[config.mk]
export PLATFORM = sky130hd
export DESIGN_NAME = cor_option_regs
export DESIGN_NICKNAME = d
export VERILOG_FILES = /design/src/common/cor_pkg.sv /design/src/verilog/cor_option_regs.sv
export SDC_FILE = /design/constraint.sdc
export NUM_CORES = 1
export LEC_CHECK = 0
export BUFFER_PORTS_ARGS = -buffer_cell sky130_fd_sc_hd__buf_2
export CAP_MARGIN = 10
export CORE_ASPECT_RATIO = 1.2
export CORE_MARGIN = 5
export CORE_UTILIZATION = 45
export CTS_CLUSTER_DIAMETER = 100
export DETAILED_ROUTE_END_ITERATION = 16
export SLEW_MARGIN = 30
export SYNTH_ARGS = -nofsm -noshare
export SYNTH_HDL_FRONTEND = slang
export SYNTH_SLANG_ARGS = --single-unit
[constraint.sdc]
create_clock -name i_core_clk -period 3.8 [get_ports i_core_clk]
set_input_delay 0.19 -clock i_core_clk [delete_from_list [all_inputs] [get_ports i_core_clk]]
set_output_delay 0.19 -clock i_core_clk [all_outputs]
set_load 0.005 [all_outputs]
[src/common/cor_pkg.sv]
// Shared constants and types for the charger option control register bank.
package cor_pkg;

	// Command codes of the words that this block holds or watches.
	localparam logic [7:0] CMD_OPT_A = 8'h12;
	localparam logic [7:0] CMD_OPT_B = 8'h3B;
	localparam logic [7:0] CMD_CHG_CURRENT = 8'h14;
	localparam logic [7:0] CMD_CHG_VOLTAGE = 8'h15;

	// Reset values and writable masks of the two option words.
	localparam logic [15:0] OPT_A_RESET = 16'hE108;
	localparam logic [15:0] OPT_A_WMASK = 16'hE339;
	localparam logic [15:0] OPT_B_RESET = 16'hC210;
	localparam logic [15:0] OPT_B_WMASK = 16'hFEFA;

	// Field positions of the first option word.
	localparam int A_LOW_POWER = 15;
	localparam int A_WD_HI = 14;
	localparam int A_WD_LO = 13;
	localparam int A_RATE_HI = 9;
	localparam int A_RATE_LO = 8;
	localparam int A_LEARN = 5;
	localparam int A_ADP_GAIN = 4;
	localparam int A_DIS_GAIN = 3;
	localparam int A_CHG_BLOCK = 0;

	localparam logic [1:0] RATE_RESERVED = 2'h3;
	localparam logic [1:0] WD_OFF = 2'h0;
	localparam logic [1:0] WD_SHORT = 2'h1;
	localparam logic [1:0] WD_MEDIUM = 2'h2;

	// Watchdog periods in seconds.
	localparam logic [7:0] WD_SHORT_SEC = 8'd5;
	localparam logic [7:0] WD_MEDIUM_SEC = 8'd88;
	localparam logic [7:0] WD_LONG_SEC = 8'd175;

	// Clock period and the derived cycles per second.
	localparam int CLK_PERIOD_NS = 10;
	localparam int SEC_NS = 1_000_000_000;
	localparam int CYC_PER_SEC = SEC_NS / CLK_PERIOD_NS;

	localparam logic [3:0] BYTE_BITS = 4'h8;
	localparam logic [6:0] SMB_ADDR_DEFAULT = 7'h09;

	// Layout of the second option word.
	typedef struct packed {
		logic [1:0] depletion_threshold;
		logic [1:0] sense_resistor_ratio;
		logic discharge_monitor_output_enable;
		logic power_monitor_output_enable;
		logic power_monitor_gain;
		logic rsvd8;
		logic comparator_reference;
		logic comparator_polarity;
		logic [1:0] comparator_deglitch;
		logic latch_off_enable;
		logic rsvd2;
		logic shipping_discharge_enable;
		logic rsvd0;
	} cor_opt_b_s;

	// Status levels from the analog side.
	typedef struct packed {
		logic battery_only;
		logic battery_absent_input;
		logic battery_depleted;
	} cor_stat_s;

	// Control levels to the converter, monitors and switches.
	typedef struct packed {
		logic [1:0] converter_rate_select;
		logic adapter_sense_gain;
		logic discharge_sense_gain;
		logic low_power_active;
		logic processor_hot_alert_enable;
		logic discharge_monitor_enable;
		logic power_monitor_enable;
		logic comparator_enable;
		logic converter_enable;
		logic charge_enable;
		logic learn_active;
		logic adapter_input_switch_on;
		logic reverse_blocking_switch_on;
		logic battery_path_switch_on;
		logic watchdog_expired;
	} cor_ctl_s;

	typedef enum logic [3:0] {
		ST_IDLE, ST_ADDR, ST_ACK_ADDR, ST_CMD, ST_ACK_CMD, ST_WLO, ST_ACK_WLO,
		ST_WHI, ST_ACK_WHI, ST_RLO, ST_RACK_LO, ST_RHI, ST_RACK_HI
	} cor_state_e;

endpackage

[src/verilog/cor_option_regs.sv]
// SMBus word slave holding the two charger option words and the write watchdog.
`timescale 1ns/10ps

module cor_option_regs #(
	parameter logic [6:0] SMB_ADDR = cor_pkg::SMB_ADDR_DEFAULT,
	parameter int unsigned CYCLES_PER_SEC = cor_pkg::CYC_PER_SEC
) (
	input wire logic i_core_clk,
	input wire logic i_rst_n,
	input wire logic i_smb_scl,
	input wire logic i_smb_sda,
	output logic o_smb_sda,
	output logic o_smb_sda_oe_n,
	input cor_pkg::cor_stat_s i_stat,
	output cor_pkg::cor_ctl_s o_ctl,
	output cor_pkg::cor_opt_b_s o_opt_b
);
	import cor_pkg::*;

	typedef struct packed {
		cor_state_e st;
		logic [3:0] cnt;
		logic [7:0] sh;
		logic [7:0] cmd;
		logic [7:0] lo;
		logic [15:0] rdw;
		logic rd;
		logic nack;
		logic drive;
		logic scl;
		logic sda;
		logic [15:0] opt_a;
		logic [15:0] opt_b;
		logic [31:0] pre;
		logic [7:0] secs;
		logic expired;
		cor_ctl_s ctl;
	} cor_regs_s;

	cor_regs_s s_q;
	cor_regs_s s_d;
	logic scl_rise;
	logic scl_fall;
	logic bus_start;
	logic bus_stop;
	logic setting_write;
	logic low_power;
	logic learn_on;
	logic [15:0] wword;
	cor_opt_b_s b_view;

	// Word returned for a read command; commands held elsewhere read as zero.
	function automatic logic [15:0] read_word(input logic [7:0] c, input logic [15:0] a,
			input logic [15:0] b);
		logic [15:0] r;
		r = 16'h0000;
		if (c == CMD_OPT_A) begin
			r = a & OPT_A_WMASK;
		end else if (c == CMD_OPT_B) begin
			r = b & OPT_B_WMASK;
		end
		return r;
	endfunction

	// Merge a written word into an old one, leaving read-only bits alone.
	function automatic logic [15:0] merge(input logic [15:0] old, input logic [15:0] nw,
			input logic [15:0] mask);
		return (old & ~mask) | (nw & mask);
	endfunction

	// Watchdog period in seconds for a select code.
	function automatic logic [7:0] wd_limit(input logic [1:0] sel);
		logic [7:0] r;
		r = WD_LONG_SEC;
		if (sel == WD_SHORT) begin
			r = WD_SHORT_SEC;
		end else if (sel == WD_MEDIUM) begin
			r = WD_MEDIUM_SEC;
		end
		return r;
	endfunction

	// Watchdog select code of the first option word.
	function automatic logic [1:0] wd_select(input logic [15:0] a);
		return a[A_WD_HI:A_WD_LO];
	endfunction

	// START and STOP need SCL high in both samples, so a data change at a clock edge is not taken.
	assign scl_rise = i_smb_scl & ~s_q.scl;
	assign scl_fall = ~i_smb_scl & s_q.scl;
	assign bus_start = i_smb_scl & s_q.scl & s_q.sda & ~i_smb_sda;
	assign bus_stop = i_smb_scl & s_q.scl & ~s_q.sda & i_smb_sda;
	assign wword = {s_q.sh, s_q.lo};
	assign b_view = cor_opt_b_s'(s_q.opt_b);

	always_comb begin
		s_d = s_q;
		setting_write = 1'b0;
		s_d.scl = i_smb_scl;
		s_d.sda = i_smb_sda;
		if (bus_start) begin
			s_d.st = ST_ADDR;
			s_d.cnt = 4'h0;
			s_d.drive = 1'b0;
		end else if (bus_stop) begin
			s_d.st = ST_IDLE;
			s_d.drive = 1'b0;
		end else if (scl_rise) begin
			unique case (s_q.st)
				ST_ADDR, ST_CMD, ST_WLO, ST_WHI: begin
					s_d.sh = {s_q.sh[6:0], i_smb_sda};
					s_d.cnt = s_q.cnt + 4'h1;
				end
				ST_RLO, ST_RHI: begin
					s_d.cnt = s_q.cnt + 4'h1;
				end
				ST_RACK_LO, ST_RACK_HI: begin
					s_d.nack = i_smb_sda;
				end
				ST_IDLE, ST_ACK_ADDR, ST_ACK_CMD, ST_ACK_WLO, ST_ACK_WHI: begin
				end
				// An illegal state code drops back to idle and lets go of the data line.
				default: begin
					s_d.st = ST_IDLE;
					s_d.drive = 1'b0;
				end
			endcase
		end else if (scl_fall) begin
			unique case (s_q.st)
				ST_IDLE: begin
				end
				ST_ADDR: begin
					if (s_q.cnt == BYTE_BITS) begin
						s_d.cnt = 4'h0;
						if (s_q.sh[7:1] == SMB_ADDR) begin
							s_d.rd = s_q.sh[0];
							s_d.drive = 1'b1;
							s_d.st = ST_ACK_ADDR;
						end else begin
							s_d.st = ST_IDLE;
						end
					end
				end
				ST_ACK_ADDR: begin
					if (s_q.rd) begin
						s_d.rdw = read_word(s_q.cmd, s_q.opt_a, s_q.opt_b);
						s_d.sh = s_d.rdw[7:0];
						s_d.drive = ~s_d.rdw[7];
						s_d.st = ST_RLO;
					end else begin
						s_d.drive = 1'b0;
						s_d.st = ST_CMD;
					end
				end
				ST_CMD, ST_WLO, ST_WHI: begin
					if (s_q.cnt == BYTE_BITS) begin
						s_d.cnt = 4'h0;
						s_d.drive = 1'b1;
						if (s_q.st == ST_CMD) begin
							s_d.cmd = s_q.sh;
							s_d.st = ST_ACK_CMD;
						end else if (s_q.st == ST_WLO) begin
							s_d.lo = s_q.sh;
							s_d.st = ST_ACK_WLO;
						end else begin
							// A word is stored only once its high byte is in; a cut frame stores nothing.
							s_d.st = ST_ACK_WHI;
							if (s_q.cmd == CMD_OPT_A) begin
								s_d.opt_a = merge(s_q.opt_a, wword, OPT_A_WMASK);
								if (wword[A_RATE_HI:A_RATE_LO] == RATE_RESERVED) begin
									s_d.opt_a[A_RATE_HI:A_RATE_LO] =
										s_q.opt_a[A_RATE_HI:A_RATE_LO];
								end
							end else if (s_q.cmd == CMD_OPT_B) begin
								s_d.opt_b = merge(s_q.opt_b, wword, OPT_B_WMASK);
							end
							setting_write = (s_q.cmd == CMD_CHG_CURRENT) ||
								(s_q.cmd == CMD_CHG_VOLTAGE);
						end
					end
				end
				ST_ACK_CMD: begin
					s_d.drive = 1'b0;
					s_d.st = ST_WLO;
				end
				ST_ACK_WLO: begin
					s_d.drive = 1'b0;
					s_d.st = ST_WHI;
				end
				ST_ACK_WHI, ST_RACK_HI: begin
					s_d.drive = 1'b0;
					s_d.st = ST_IDLE;
				end
				ST_RLO, ST_RHI: begin
					if (s_q.cnt == BYTE_BITS) begin
						s_d.cnt = 4'h0;
						s_d.drive = 1'b0;
						s_d.st = (s_q.st == ST_RLO) ? ST_RACK_LO : ST_RACK_HI;
					end else begin
						s_d.sh = {s_q.sh[6:0], 1'b0};
						s_d.drive = ~s_q.sh[6];
					end
				end
				ST_RACK_LO: begin
					if (!s_q.nack) begin
						s_d.sh = s_q.rdw[15:8];
						s_d.drive = ~s_q.rdw[15];
						s_d.st = ST_RHI;
					end else begin
						s_d.st = ST_IDLE;
					end
				end
				// An illegal state code drops back to idle and lets go of the data line.
				default: begin
					s_d.st = ST_IDLE;
					s_d.drive = 1'b0;
				end
			endcase
		end

		// A pulled battery ends learn mode; this level outranks a host write of the bit.
		if (i_stat.battery_absent_input) begin
			s_d.opt_a[A_LEARN] = 1'b0;
		end

		// Watchdog: a prescaler makes one-second ticks so the seconds count stays small.
		if (wd_select(s_q.opt_a) == WD_OFF || setting_write) begin
			s_d.pre = 32'h0000_0000;
			s_d.secs = 8'h00;
			s_d.expired = 1'b0;
		end else if (!s_q.expired) begin
			s_d.pre = s_q.pre + 32'h0000_0001;
			if (s_q.pre >= CYCLES_PER_SEC - 1) begin
				s_d.pre = 32'h0000_0000;
				s_d.secs = s_q.secs + 8'h01;
				if (s_q.secs + 8'h01 >= wd_limit(wd_select(s_q.opt_a))) begin
					s_d.expired = 1'b1;
				end
			end
		end

		s_d.ctl.converter_rate_select = s_q.opt_a[A_RATE_HI:A_RATE_LO];
		s_d.ctl.adapter_sense_gain = s_q.opt_a[A_ADP_GAIN];
		s_d.ctl.discharge_sense_gain = s_q.opt_a[A_DIS_GAIN];
		s_d.ctl.low_power_active = low_power;
		s_d.ctl.processor_hot_alert_enable = ~low_power;
		s_d.ctl.discharge_monitor_enable = b_view.discharge_monitor_output_enable &
			~low_power;
		s_d.ctl.power_monitor_enable = b_view.power_monitor_output_enable & ~low_power;
		s_d.ctl.comparator_enable = (b_view.comparator_deglitch != 2'h0) & ~low_power;
		s_d.ctl.converter_enable = ~s_q.expired;
		s_d.ctl.charge_enable = ~s_q.opt_a[A_CHG_BLOCK] & ~s_q.expired & ~learn_on;
		s_d.ctl.learn_active = learn_on;
		s_d.ctl.adapter_input_switch_on = ~learn_on;
		s_d.ctl.reverse_blocking_switch_on = ~learn_on;
		s_d.ctl.battery_path_switch_on = learn_on;
		s_d.ctl.watchdog_expired = s_q.expired;
	end

	assign low_power = i_stat.battery_only & s_q.opt_a[A_LOW_POWER];
	assign learn_on = s_q.opt_a[A_LEARN] & ~i_stat.battery_depleted &
		~i_stat.battery_absent_input;

	// Control outputs read zero in reset and take their decoded values one edge after release.
	always_ff @(posedge i_core_clk or negedge i_rst_n) begin
		if (!i_rst_n) begin
			s_q <= '0;
			s_q.st <= ST_IDLE;
			s_q.scl <= 1'b1;
			s_q.sda <= 1'b1;
			s_q.nack <= 1'b1;
			s_q.opt_a <= OPT_A_RESET;
			s_q.opt_b <= OPT_B_RESET;
		end else begin
			s_q <= s_d;
		end
	end

	assign o_smb_sda = 1'b0;
	assign o_smb_sda_oe_n = ~s_q.drive;
	assign o_ctl = s_q.ctl;
	assign o_opt_b = cor_opt_b_s'(s_q.opt_b & OPT_B_WMASK);

endmodule // cor_option_regs

Word level (Yosys, flattened, before mapping)
Cells that the tools add are included.
{ "word_totals": {"ff_bits": 140, "wordCells": 243, "in_bits": 7, "output_inout_bits": 34} }
{ "op_classes": {"eq_ne": 43, "muxes": 91, "n_bitwise": 38, "n_reduce_logical": 35, "addsub": 3, "magnitude_cmp": 2} }
{ "ops": {"columns": ["cell", "count"], "rows": [
  ["$mux W16", 15],
  ["$mux W22", 8],
  ["$mux W8", 22],
  ["$mux W41", 3],
  ["$mux W49", 1],
  ["$mux W46", 1],
  ["$mux W33", 1],
  ["$add A32 B1 Y32 const B", 1],
  ["$ge A32 B27 Y1 const B", 1],
  ["$pmux W4 S8", 1],
  ["$mux W4", 7],
  ["$reduce_and A7 Y1", 4],
  ["$mux W1", 26],
  ["$ne A5 B5 Y1 const B", 5],
  ["$eq A4 B4 Y1 const B", 6],
  ["$eq A8 B5 Y1 const B", 3],
  ["$pmux W8 S3", 1],
  ["$not A1 Y1", 21],
  ["$reduce_and A10 Y1", 2],
  ["$reduce_and A9 Y1", 2],
  ["$eq A4 B3 Y1 const B", 4],
  ["$ne A4 B4 Y1 const B", 4],
  ["$or A13 B16 Y16", 1],
  ["$or A9 B16 Y16", 1],
  ["36 further kinds", 71]
]} }

Logic depth before layout (Yosys ltp)
Gate-level depths: netlist (run 1).
{ "depth": {"word_depth": 17, "depth_mapped": 10, "ltp_nobuf": 10} }

Worst setup path after synthesis (run 1)
OpenSTA, ideal clock, no wires.
{ "synth_path": {"path_type": "register to register", "from": "register s_q[90] (netlist bit)", "to": "register s_q[126] (netlist bit)", "slack_ps": 1479, "arrival_ps": 2196, "t_required_ps": 3675, "n_path_buf": 1, "setup_ps": 125, "stages_incl_launch_ff": 9, "period_less_slack_ps": 2321, "cell_sequence": "dfstp_2 > inv_1 > ha_1 > clkbuf_1 > or3_1 > a211oi_1 > o2bb2ai_1 > nand3_1 > mux2_2"} }
{ "synth_between": {"elab_chain_cells": 5, "word_cells_on_any_way": 18, "cone_classes": "eq/ne: 4; mux: 1; bitwise: 10; reduce/logical: 3"} }
{ "synth_lines": {"columns": ["item", "line_no", "rtl"], "rows": [
  ["start, declared", "cor_option_regs.sv:40", "cor_regs_s s_q;"],
  ["$and A1 B1 Y1", "cor_option_regs.sv:91, cor_option_regs.sv:92", null],
  ["$and A1 B1 Y1 (on tied branches) (2 in a row)", "cor_option_regs.sv:92, cor_option_regs.sv:91", null],
  ["$not A1 Y1 (no line)", null, null],
  ["$reduce_and A8 Y1 (no line)", null, null]
]} }
Parallel ways exist; a longest one is shown, timed or not.
A chain may end at the register's enable or synchronous reset.

Final worst setup path (run 1)
{ "layout_path": {"from": "input i_smb_scl", "to": "register s_q[37] (netlist bit)"} }
{ "layout_between": {"elab_chain_cells": 8, "word_cells_on_any_way": 15, "cone_classes": "eq/ne: 1; mux: 5; bitwise: 8; reduce/logical: 1"} }
{ "layout_lines": {"columns": ["item", "line_no", "rtl"], "rows": [
  ["start, declared", "cor_option_regs.sv:10", "input wire logic i_smb_scl,"],
  ["$not A1 Y1", "cor_option_regs.sv:90", "assign scl_fall = ~i_smb_scl & s_q.scl;"],
  ["$and A1 B1 Y1", "cor_option_regs.sv:90", null],
  ["$mux W1", "cor_option_regs.sv:128", "end else if (scl_fall) begin"],
  ["$mux W1", "cor_option_regs.sv:108", "end else if (scl_rise) begin"],
  ["$mux W1", "cor_option_regs.sv:105", "end else if (bus_stop) begin"],
  ["$mux W1 *", "cor_option_regs.sv:101", "if (bus_start) begin"],
  ["$logic_or A1 B1 Y1 *", "cor_option_regs.sv:227", "if (wd_select(s_q.opt_a) == WD_OFF || setting_write) begin"],
  ["$ne A2 B1 Y1 (no line) or $mux W41 (tied branches)", null, null]
]} }
Every way passes the cells marked *; elsewhere a longest branch is shown, timed or not.

==> metrics.txt, run 1 <==
# TYPE chip_impl_metric gauge
chip_impl_metric{name="htree_num_levels",unit=""} 4
chip_impl_metric{name="worstPathArrival",unit="ns"} 3.21
chip_impl_metric{name="core.rowCount",unit=""} 48
chip_impl_metric{name="achievable-frequency",unit="MHz"} 345
chip_impl_metric{name="grt_max_degree",unit=""} 122
chip_impl_metric{name="antenna_cells",unit=""} 0
chip_impl_metric{name="die_width",unit="um"} 121
chip_impl_metric{name="synth_mux_area_share",unit="%"} 8.34
chip_impl_metric{name="synth_async_reset_ratio",unit="%"} 100
chip_impl_metric{name="globalRouteOverflowTotal",unit=""} 0
chip_impl_metric{name="post_cts.resized_instances",unit=""} 0
chip_impl_metric{name="flow.area_growth_from_synthesis",unit="%"} 11.2
chip_impl_metric{name="design.core.area",unit="um2"} 14500
chip_impl_metric{name="first_global_vias",unit=""} 5077
chip_impl_metric{name="floorplan.io_pins",unit=""} 41
chip_impl_metric{name="clk_latency",unit="ns"} 0.42
chip_impl_metric{name="antenna_found_initial",unit=""} 0
chip_impl_metric{name="synth.lib_cells_used.distinct",unit=""} 77
chip_impl_metric{name="vias",unit=""} 5078
chip_impl_metric{name="finalSetupViolCount",unit=""} 0
chip_impl_metric{name="gp_congestion",unit=""} 0.913
chip_impl_metric{name="post_synth_xor_area_fraction",unit="%"} 1.83
chip_impl_metric{name="placement.setup.worst_slack",unit="ns"} 0.958
chip_impl_info{name="top_ff_cell_synth",value="sky130_fd_sc_hd__dfrtp_1"} 1
chip_impl_metric{name="clk_pin_slew_worst_paths",unit="ns"} 0.06
chip_impl_metric{name="synth_top_cell_area_share",unit="%"} 40.7
chip_impl_info{name="tritoncts_clock_tree",value="done"} 1
chip_impl_metric{name="portion_of_the_clock_cycle_consumed_by_the_worst_path_in_the_final_layout",unit="%"} 76.4
chip_impl_metric{name="antenna_violating_nets_post_route",unit=""} 0
chip_impl_info{name="hold_path.class",value="in -> async"} 1
chip_impl_metric{name="combinationalPowerShare",unit="%"} 4.5
chip_impl_metric{name="cts-buffers-inserted",unit=""} 17
chip_impl_info{name="synth_area_leaders",value="sky130_fd_sc_hd__dfrtp_1, sky130_fd_sc_hd__mux2_2, sky130_fd_sc_hd__dfstp_2"} 1
chip_impl_metric{name="numClockSinks",unit=""} 121
chip_impl_metric{name="die_area",unit="um2"} 17400
chip_impl_metric{name="cts-root-to-sink-buffers",unit=""} 2
chip_impl_info{name="clk_root_buffer_cell",value="sky130_fd_sc_hd__clkbuf_16"} 1
chip_impl_metric{name="placed_area",unit="um2"} 6790
chip_impl_metric{name="drc_errors",unit=""} 0
chip_impl_metric{name="synthesis.area",unit="um2"} 6690
chip_impl_info{name="synth_top_family_by_area",value="simple AND/OR/NAND/NOR gates"} 1
chip_impl_metric{name="final-hold-violation-count",unit=""} 0
chip_impl_metric{name="place.port_buffers",unit=""} 36
chip_impl_metric{name="stdcell_count",unit=""} 892
chip_impl_metric{name="layout.nets",unit=""} 704
chip_impl_metric{name="grtUsageTotal",unit="%"} 18.4
chip_impl_metric{name="first_pass_iters",unit=""} 5
chip_impl_metric{name="postSynthCellCount",unit=""} 670
chip_impl_metric{name="drt-total-wl",unit="mm"} 15.4
chip_impl_metric{name="critical_path_peak_fanout",unit=""} 21
chip_impl_metric{name="timing.final.max_slew_violations",unit=""} 0
chip_impl_metric{name="p_per_area",unit="nW/um2"} 418
chip_impl_metric{name="drive_above_1_share",unit="%"} 23.3
chip_impl_metric{name="ys_warn_count",unit=""} 0
chip_impl_metric{name="synth-compound-area-share",unit="%"} 15.3
chip_impl_metric{name="power.sequential.fraction",unit="%"} 43.4
chip_impl_info{name="timing.setup.critical_path_class",value="in -> reg"} 1
chip_impl_metric{name="wire_length_of_the_first_global_routing_pass",unit="mm"} 25.6
chip_impl_metric{name="start_util",unit="%"} 46.2
chip_impl_info{name="rsz_0062_raised_after_global_routing",value="no"} 1
chip_impl_metric{name="max_cap_viol_count",unit=""} 0
chip_impl_metric{name="timing.critical_path.required",unit="ns"} 4.11
chip_impl_metric{name="die_h",unit="um"} 144
chip_impl_metric{name="cell_internal_power",unit="mW"} 2.37
chip_impl_metric{name="maxSlewHeadroom",unit="%"} 52.5
chip_impl_metric{name="post-dp-hpwl",unit="mm"} 10.5
chip_impl_info{name="start_kind",value="input port"} 1
chip_impl_metric{name="detail_route.iter0.violations",unit=""} 352
chip_impl_metric{name="route.detailed.vias_per_inst",unit=""} 5.69
chip_impl_metric{name="placed_cells_incl_taps",unit=""} 854
chip_impl_info{name="outcome",value="completed"} 1
chip_impl_metric{name="post_drt_wl_per_cell",unit="um"} 17.2
chip_impl_info{name="most_common_library_cell_in_the_layout_ignoring_fill_and_taps",value="sky130_fd_sc_hd__dfrtp_1"} 1
chip_impl_metric{name="power.net_switching",unit="mW"} 0.738
chip_impl_metric{name="final_area",unit="um2"} 7440
chip_impl_metric{name="synthAdderAreaFrac",unit="%"} 3.36
chip_impl_metric{name="power.static_leakage",unit="nW"} 3.25
chip_impl_metric{name="postLayoutSetupSlackWorst",unit="ns"} 0.898
chip_impl_metric{name="peakVddDrop",unit="uV"} 312
chip_impl_metric{name="synth_sequential_area_ratio",unit="%"} 45.5
chip_impl_metric{name="tightest_slew",unit="ns"} 0.713
chip_impl_metric{name="totalNegativeSetupSlack",unit="ns"} 0
chip_impl_info{name="synth_top_area_cell",value="sky130_fd_sc_hd__dfrtp_1"} 1
chip_impl_info{name="mostFrequentLayoutCells",value="sky130_fd_sc_hd__dfrtp_1, sky130_fd_sc_hd__nand2_1, sky130_fd_sc_hd__mux2_2"} 1
chip_impl_metric{name="p_clk_share",unit="%"} 52.1
chip_impl_metric{name="timing.final.crit_period",unit="ns"} 2.90
chip_impl_info{name="endpoint_kind",value="flop"} 1
chip_impl_metric{name="switching_share",unit="%"} 23.7
chip_impl_metric{name="ys_seq_elements",unit=""} 121
chip_impl_metric{name="synth_simple_gate_area_share",unit="%"} 17.8
chip_impl_metric{name="fin_worst_skew",unit="ns"} 0.00608
chip_impl_metric{name="average_instance_area_after_synthesis",unit="um2"} 9.99
chip_impl_metric{name="synth_enable_flop_cells",unit=""} 0
cell type report:
class / instances / area (um2)
clock buffers: 19 / 453
well taps: 200 / 250
flip-flops and latches: 121 / 3040
multi-input cells: 463 / 3130
repair buffers: 52 / 330
clock inverters: 13 / 143
fillers: 1315 / 7030
inverters: 24 / 90.1
path summary, 6_finish.rpt:
| kind | startpoint | to | slack, ns | depth (start not counted) |
|---|---|---|---|---|
| min in group i_core_clk | s_d[14] | o_ctl[14] | 0.41 | 0 |
| setup / recovery | i_smb_scl | s_q[37] | 0.90 | 10 |
| hold reg to reg | s_d[14] | o_ctl[14] | 0.41 | 0 |
| setup reg to reg | s_q[90] | s_q[37] | 0.91 | 9 |
| hold / removal | i_rst_n | s_q[42] | 0.37 | 3 |
| max in group asynchronous | i_rst_n | s_q[140] | 2.89 | 3 |
worst max-delay path, stage by stage:
cell	delay [ns]
sky130_fd_sc_hd__dlygate4sd3_1	0.52
sky130_fd_sc_hd__buf_2	0.13
sky130_fd_sc_hd__ha_1	0.62
sky130_fd_sc_hd__inv_1	0.16
sky130_fd_sc_hd__nand2_1	0.26
sky130_fd_sc_hd__nor3_2	0.13
sky130_fd_sc_hd__a31oi_2	0.14
sky130_fd_sc_hd__buf_4	0.24
sky130_fd_sc_hd__nand3_1	0.39
sky130_fd_sc_hd__o32ai_1	0.42
repair_timing:
action | 4_1_cts | 5_1_grt
setup endpoints to repair | 0 | 0
setup buffers | 0 | 0
hold endpoints to repair | 114 | 0
hold buffers | 6 | 0
per-layer routing:
| layer | share of wire (%) | global-route usage (%) | vias up | wire length (um) |
|---|---|---|---|---|
| met4 | 2.1 | 7.61 | 0 | 325 |
| li1 | - | - | 2407 | - |
| met1 | 43 | 22.4 | 2529 | 6660 |
| met2 | 51 | 31.8 | 113 | 7870 |
| met5 | 0 | 0 | - | 0 |
| met3 | 3.3 | 3.82 | 29 | 503 |
kinds of logic after synthesis:
family,Yosys count
xor gates and xnor gates,14
other,1
AOI/OAI and AO/OA,143
muxes,50
buffers and inverters,89
and+or+nand+nor,234
DFF,121
adders and majority gates,18
per-stage QoR:
step,hold slack [ns],utilization [%],total power [mW]
2_1_floorplan,-0.106,-,1.44
3_3_place_gp,0.328,46.9,1.50
3_5_place_dp,0.332,46.9,1.51
4_1_cts,0.413,51.4,3.13
5_1_grt,0.423,51.4,3.21
6_report,0.371,51.4,3.11
state kept, by name, summed over array words and instances, names as in the netlist:
name	flops
b_view	13
o_ctl	14
s_d	5
s_q	89
power groups by stage:
stage	Clock, mW	Combinational [mW]	Sequential (mW)
floorplan	0	0.0965	1.35
global placement	0	0.134	1.37
detailed placement	0	0.137	1.37
CTS	1.64	0.143	1.35
global route	1.70	0.162	1.35
finish	1.62	0.141	1.35
cells in the mapped netlist (all sizes together) (11+ instances only):
cell type	n
dfrtp	109
nand2	82
mux2	46
buf	45
a21oi	37
nor2	37
nand3	31
o21ai	27
inv	24
clkbuf	18
ha	18
and3	13
a22oi	12
dfstp	12
nor3	12
o32ai	11
xnor2	11
(Power assumes the default switching activity.)
==> run 2: changes to the inputs <==
==> constraint.sdc (replaced) <==
create_clock -name i_core_clk -period 3 [get_ports i_core_clk]
set_input_delay 0.15 -clock i_core_clk [delete_from_list [all_inputs] [get_ports i_core_clk]]
set_output_delay 0.15 -clock i_core_clk [all_outputs]
set_load 0.005 [all_outputs]
==> run 2 against run 1 <==
Compared with the run above:
- register-to-register slack got worse by 0.56 ns
- largest cell class unchanged
- non-clock buffer count is 2 higher
- final cell count up 0.22%
- hold slack worse by 0.021 ns
- first-iteration DRC count fell by 1.1%
- count of clock-buffer cells in the layout down 2
- core utilization rose by 0.078 points
- cell area increased by 0.15%
- highest routed layer unchanged
- sequential power up 25%
- global-route usage is 0.35 points higher
==> metrics.txt, run 2 (synthesis results as in run 1) <==
# TYPE chip_impl_metric gauge
chip_impl_metric{name="die_area",unit="um2"} 17400
chip_impl_metric{name="wire_length_of_the_first_global_routing_pass",unit="mm"} 25.9
chip_impl_info{name="critical_path.startpoint",value="s_q[37]"} 1
chip_impl_metric{name="area_of_all_sequential_standard_cells",unit="um2"} 3040
chip_impl_info{name="registers.top_by_ff_count",value="s_q"} 1
chip_impl_metric{name="clk_pin_slew_worst_paths",unit="ns"} 0.06
chip_impl_info{name="start_kind",value="flop"} 1
chip_impl_info{name="clk_root_buffer_cell",value="sky130_fd_sc_hd__clkbuf_16"} 1
chip_impl_metric{name="totalNegativeSetupSlack",unit="ns"} 0
chip_impl_metric{name="final_area",unit="um2"} 7450
chip_impl_metric{name="power.static_leakage",unit="nW"} 3.25
chip_impl_metric{name="r2r.worst_path.cells",unit=""} 5
chip_impl_metric{name="max_ffs_per_register",unit=""} 89
chip_impl_metric{name="postLayoutSetupSlackWorst",unit="ns"} 0.351
chip_impl_info{name="critical_path.reg2reg.startpoint",value="s_q[37]"} 1
chip_impl_metric{name="die_h",unit="um"} 144
chip_impl_metric{name="antenna_cells",unit=""} 0
chip_impl_metric{name="power.sequential.fraction",unit="%"} 43.5
chip_impl_metric{name="first_global_vias",unit=""} 5142
chip_impl_metric{name="placed_cells_incl_taps",unit=""} 856
chip_impl_info{name="timing.setup.critical_path_class",value="reg -> reg"} 1
chip_impl_metric{name="design.core.area",unit="um2"} 14500
chip_impl_metric{name="clk_latency",unit="ns"} 0.42
chip_impl_metric{name="route.detailed.vias_per_inst",unit=""} 5.68
chip_impl_metric{name="p_per_area",unit="nW/um2"} 522
chip_impl_metric{name="grt_max_degree",unit=""} 56
chip_impl_metric{name="final-hold-violation-count",unit=""} 0
chip_impl_metric{name="drc_errors",unit=""} 0
chip_impl_metric{name="gp_congestion",unit=""} 0.900
chip_impl_metric{name="drt-total-wl",unit="mm"} 15.6
chip_impl_metric{name="post-dp-hpwl",unit="mm"} 10.8
chip_impl_metric{name="detail_route.iter0.violations",unit=""} 348
chip_impl_metric{name="layout.filler_cells",unit=""} 1321
chip_impl_metric{name="cts-root-to-sink-buffers",unit=""} 2
chip_impl_metric{name="timing.critical_path.required",unit="ns"} 3.30
chip_impl_metric{name="htree_num_levels",unit=""} 4
chip_impl_info{name="mostFrequentLayoutCells",value="sky130_fd_sc_hd__dfrtp_1, sky130_fd_sc_hd__nand2_1, sky130_fd_sc_hd__mux2_2"} 1
chip_impl_metric{name="placement.setup.worst_slack",unit="ns"} 0.379
chip_impl_metric{name="postCtsSetupRepairBufs",unit=""} 0
chip_impl_info{name="tritoncts_clock_tree",value="done"} 1
chip_impl_metric{name="max_cap_viol_count",unit=""} 0
chip_impl_metric{name="cts-buffers-inserted",unit=""} 17
chip_impl_metric{name="stdcell_count",unit=""} 894
chip_impl_metric{name="drive_above_1_share",unit="%"} 23.5
chip_impl_metric{name="core.rowCount",unit=""} 48
chip_impl_metric{name="achievable-frequency",unit="MHz"} 378
chip_impl_metric{name="floorplan.io_pins",unit=""} 41
chip_impl_metric{name="timing.final.max_slew_violations",unit=""} 0
chip_impl_metric{name="fin_total_pwr",unit="mW"} 3.89
chip_impl_metric{name="die_width",unit="um"} 121
chip_impl_metric{name="worstPathArrival",unit="ns"} 2.95
chip_impl_metric{name="start_util",unit="%"} 46.2
chip_impl_info{name="hold_path.class",value="in -> async"} 1
chip_impl_metric{name="critical_path_peak_fanout",unit=""} 12
chip_impl_metric{name="vias",unit=""} 5074
chip_impl_metric{name="placed_area",unit="um2"} 6810
chip_impl_metric{name="maxSlewHeadroom",unit="%"} 48.6
chip_impl_metric{name="globalRouteOverflowTotal",unit=""} 0
chip_impl_info{name="rsz_0062_raised_after_global_routing",value="no"} 1
chip_impl_metric{name="post_drt_wl_per_cell",unit="um"} 17.4
chip_impl_metric{name="layout.core_utilization",unit="%"} 51.5
chip_impl_metric{name="p_clk_share",unit="%"} 51.3
chip_impl_metric{name="antenna_violating_nets_post_route",unit=""} 0
chip_impl_metric{name="worst_hold_slack",unit="ns"} 0.350
chip_impl_metric{name="first_pass_iters",unit=""} 6
chip_impl_metric{name="fin_worst_skew",unit="ns"} 0.00988
chip_impl_info{name="endpoint_kind",value="flop"} 1
chip_impl_metric{name="peakVddDrop",unit="uV"} 389
chip_impl_metric{name="rrSetupSlack",unit="ns"} 0.35
chip_impl_metric{name="finalSetupViolCount",unit=""} 0
chip_impl_info{name="setup.worst_path.end",value="s_q[39]"} 1
chip_impl_metric{name="multi_input_area",unit="um2"} 3130
chip_impl_metric{name="place.port_buffers",unit=""} 36
chip_impl_metric{name="post_cts.resized_instances",unit=""} 0
chip_impl_metric{name="antenna_found_initial",unit=""} 0
chip_impl_metric{name="numClockSinks",unit=""} 121
chip_impl_info{name="most_common_library_cell_in_the_layout_ignoring_fill_and_taps",value="sky130_fd_sc_hd__dfrtp_1"} 1
chip_impl_metric{name="flow.area_growth_from_synthesis",unit="%"} 11.3
chip_impl_info{name="outcome",value="completed"} 1
chip_impl_metric{name="grtUsageTotal",unit="%"} 18.8
chip_impl_info{name="worst_r2r_endpoint",value="s_q[39]"} 1
chip_impl_metric{name="tightest_slew",unit="ns"} 0.771
chip_impl_metric{name="portion_of_the_clock_cycle_consumed_by_the_worst_path_in_the_final_layout",unit="%"} 88.3
chip_impl_metric{name="cell_internal_power",unit="mW"} 2.91
chip_impl_metric{name="timing.final.crit_period",unit="ns"} 2.65
chip_impl_metric{name="switching_share",unit="%"} 25.4
chip_impl_metric{name="combinationalPowerShare",unit="%"} 5.1
chip_impl_metric{name="layout.nets",unit=""} 706
chip_impl_metric{name="power.net_switching",unit="mW"} 0.988
## run 2: cell count changes in the layout (fill, tap and decap cells not counted)
cell	delta
sky130_fd_sc_hd__buf_12	+1
sky130_fd_sc_hd__buf_4	+1
sky130_fd_sc_hd__bufinv_16	-1
sky130_fd_sc_hd__clkbuf_8	-2
sky130_fd_sc_hd__clkinv_2	-2
sky130_fd_sc_hd__inv_6	+2
sky130_fd_sc_hd__inv_8	+3
## run 2: power by group through the flow
stage | Clock [mW] | Combinational (mW) | Sequential [mW]
after floorplan | 0 | 0.122 | 1.71
after global placement | 0 | 0.190 | 1.72
after detailed placement | 0 | 0.196 | 1.72
after CTS | 2.04 | 0.203 | 1.69
after global routing | 2.12 | 0.228 | 1.70
final | 2.00 | 0.200 | 1.69
## run 2: area by class of cell
class / count / share of cell area, %
tap: 200 / 3.36
multi-input combinational: 463 / 42.0
sequential: 121 / 40.8
clock inverter: 15 / 2.07
timing repair buffer: 54 / 4.80
clock buffer: 17 / 5.71
inverter: 24 / 1.21
## run 2: critical path, cell delays in order (launching register included)
cell                       delay [ns]
sky130_fd_sc_hd__dfrtp_1         0.42
sky130_fd_sc_hd__or4_1           0.58
sky130_fd_sc_hd__o311ai_4        0.50
sky130_fd_sc_hd__and2_1          0.23
sky130_fd_sc_hd__nand3_1         0.37
sky130_fd_sc_hd__o32ai_1         0.43
## run 2: how the worst min path moves through the flow
stage | to | depth (start not counted) | startpoint | slack [ns]
4_1_cts | s_q[34] | 2 | i_rst_n | 0.37
3_3_place_gp | s_q[32] | 1 | i_rst_n | 0.26
6_report | s_q[32] | 2 | i_rst_n | 0.35
5_1_grt | s_q[90] | 2 | i_smb_scl | 0.40
3_5_place_dp | s_q[32] | 1 | i_rst_n | 0.28
2_1_floorplan | b_view[10] | 0 | i_rst_n | -0.15
## run 2: what timing repair did
item,CTS,global route
endpoints found under the setup margin,0,0
endpoints found under the hold margin,52,0
hold buffers,6,0
## run 2: metal layers
metal	part of all wire, %	global-route usage [%]
met5	0	0
met3	4.3	3.82
met1	42	22.9
met2	52	32.6
met4	2.1	7.37
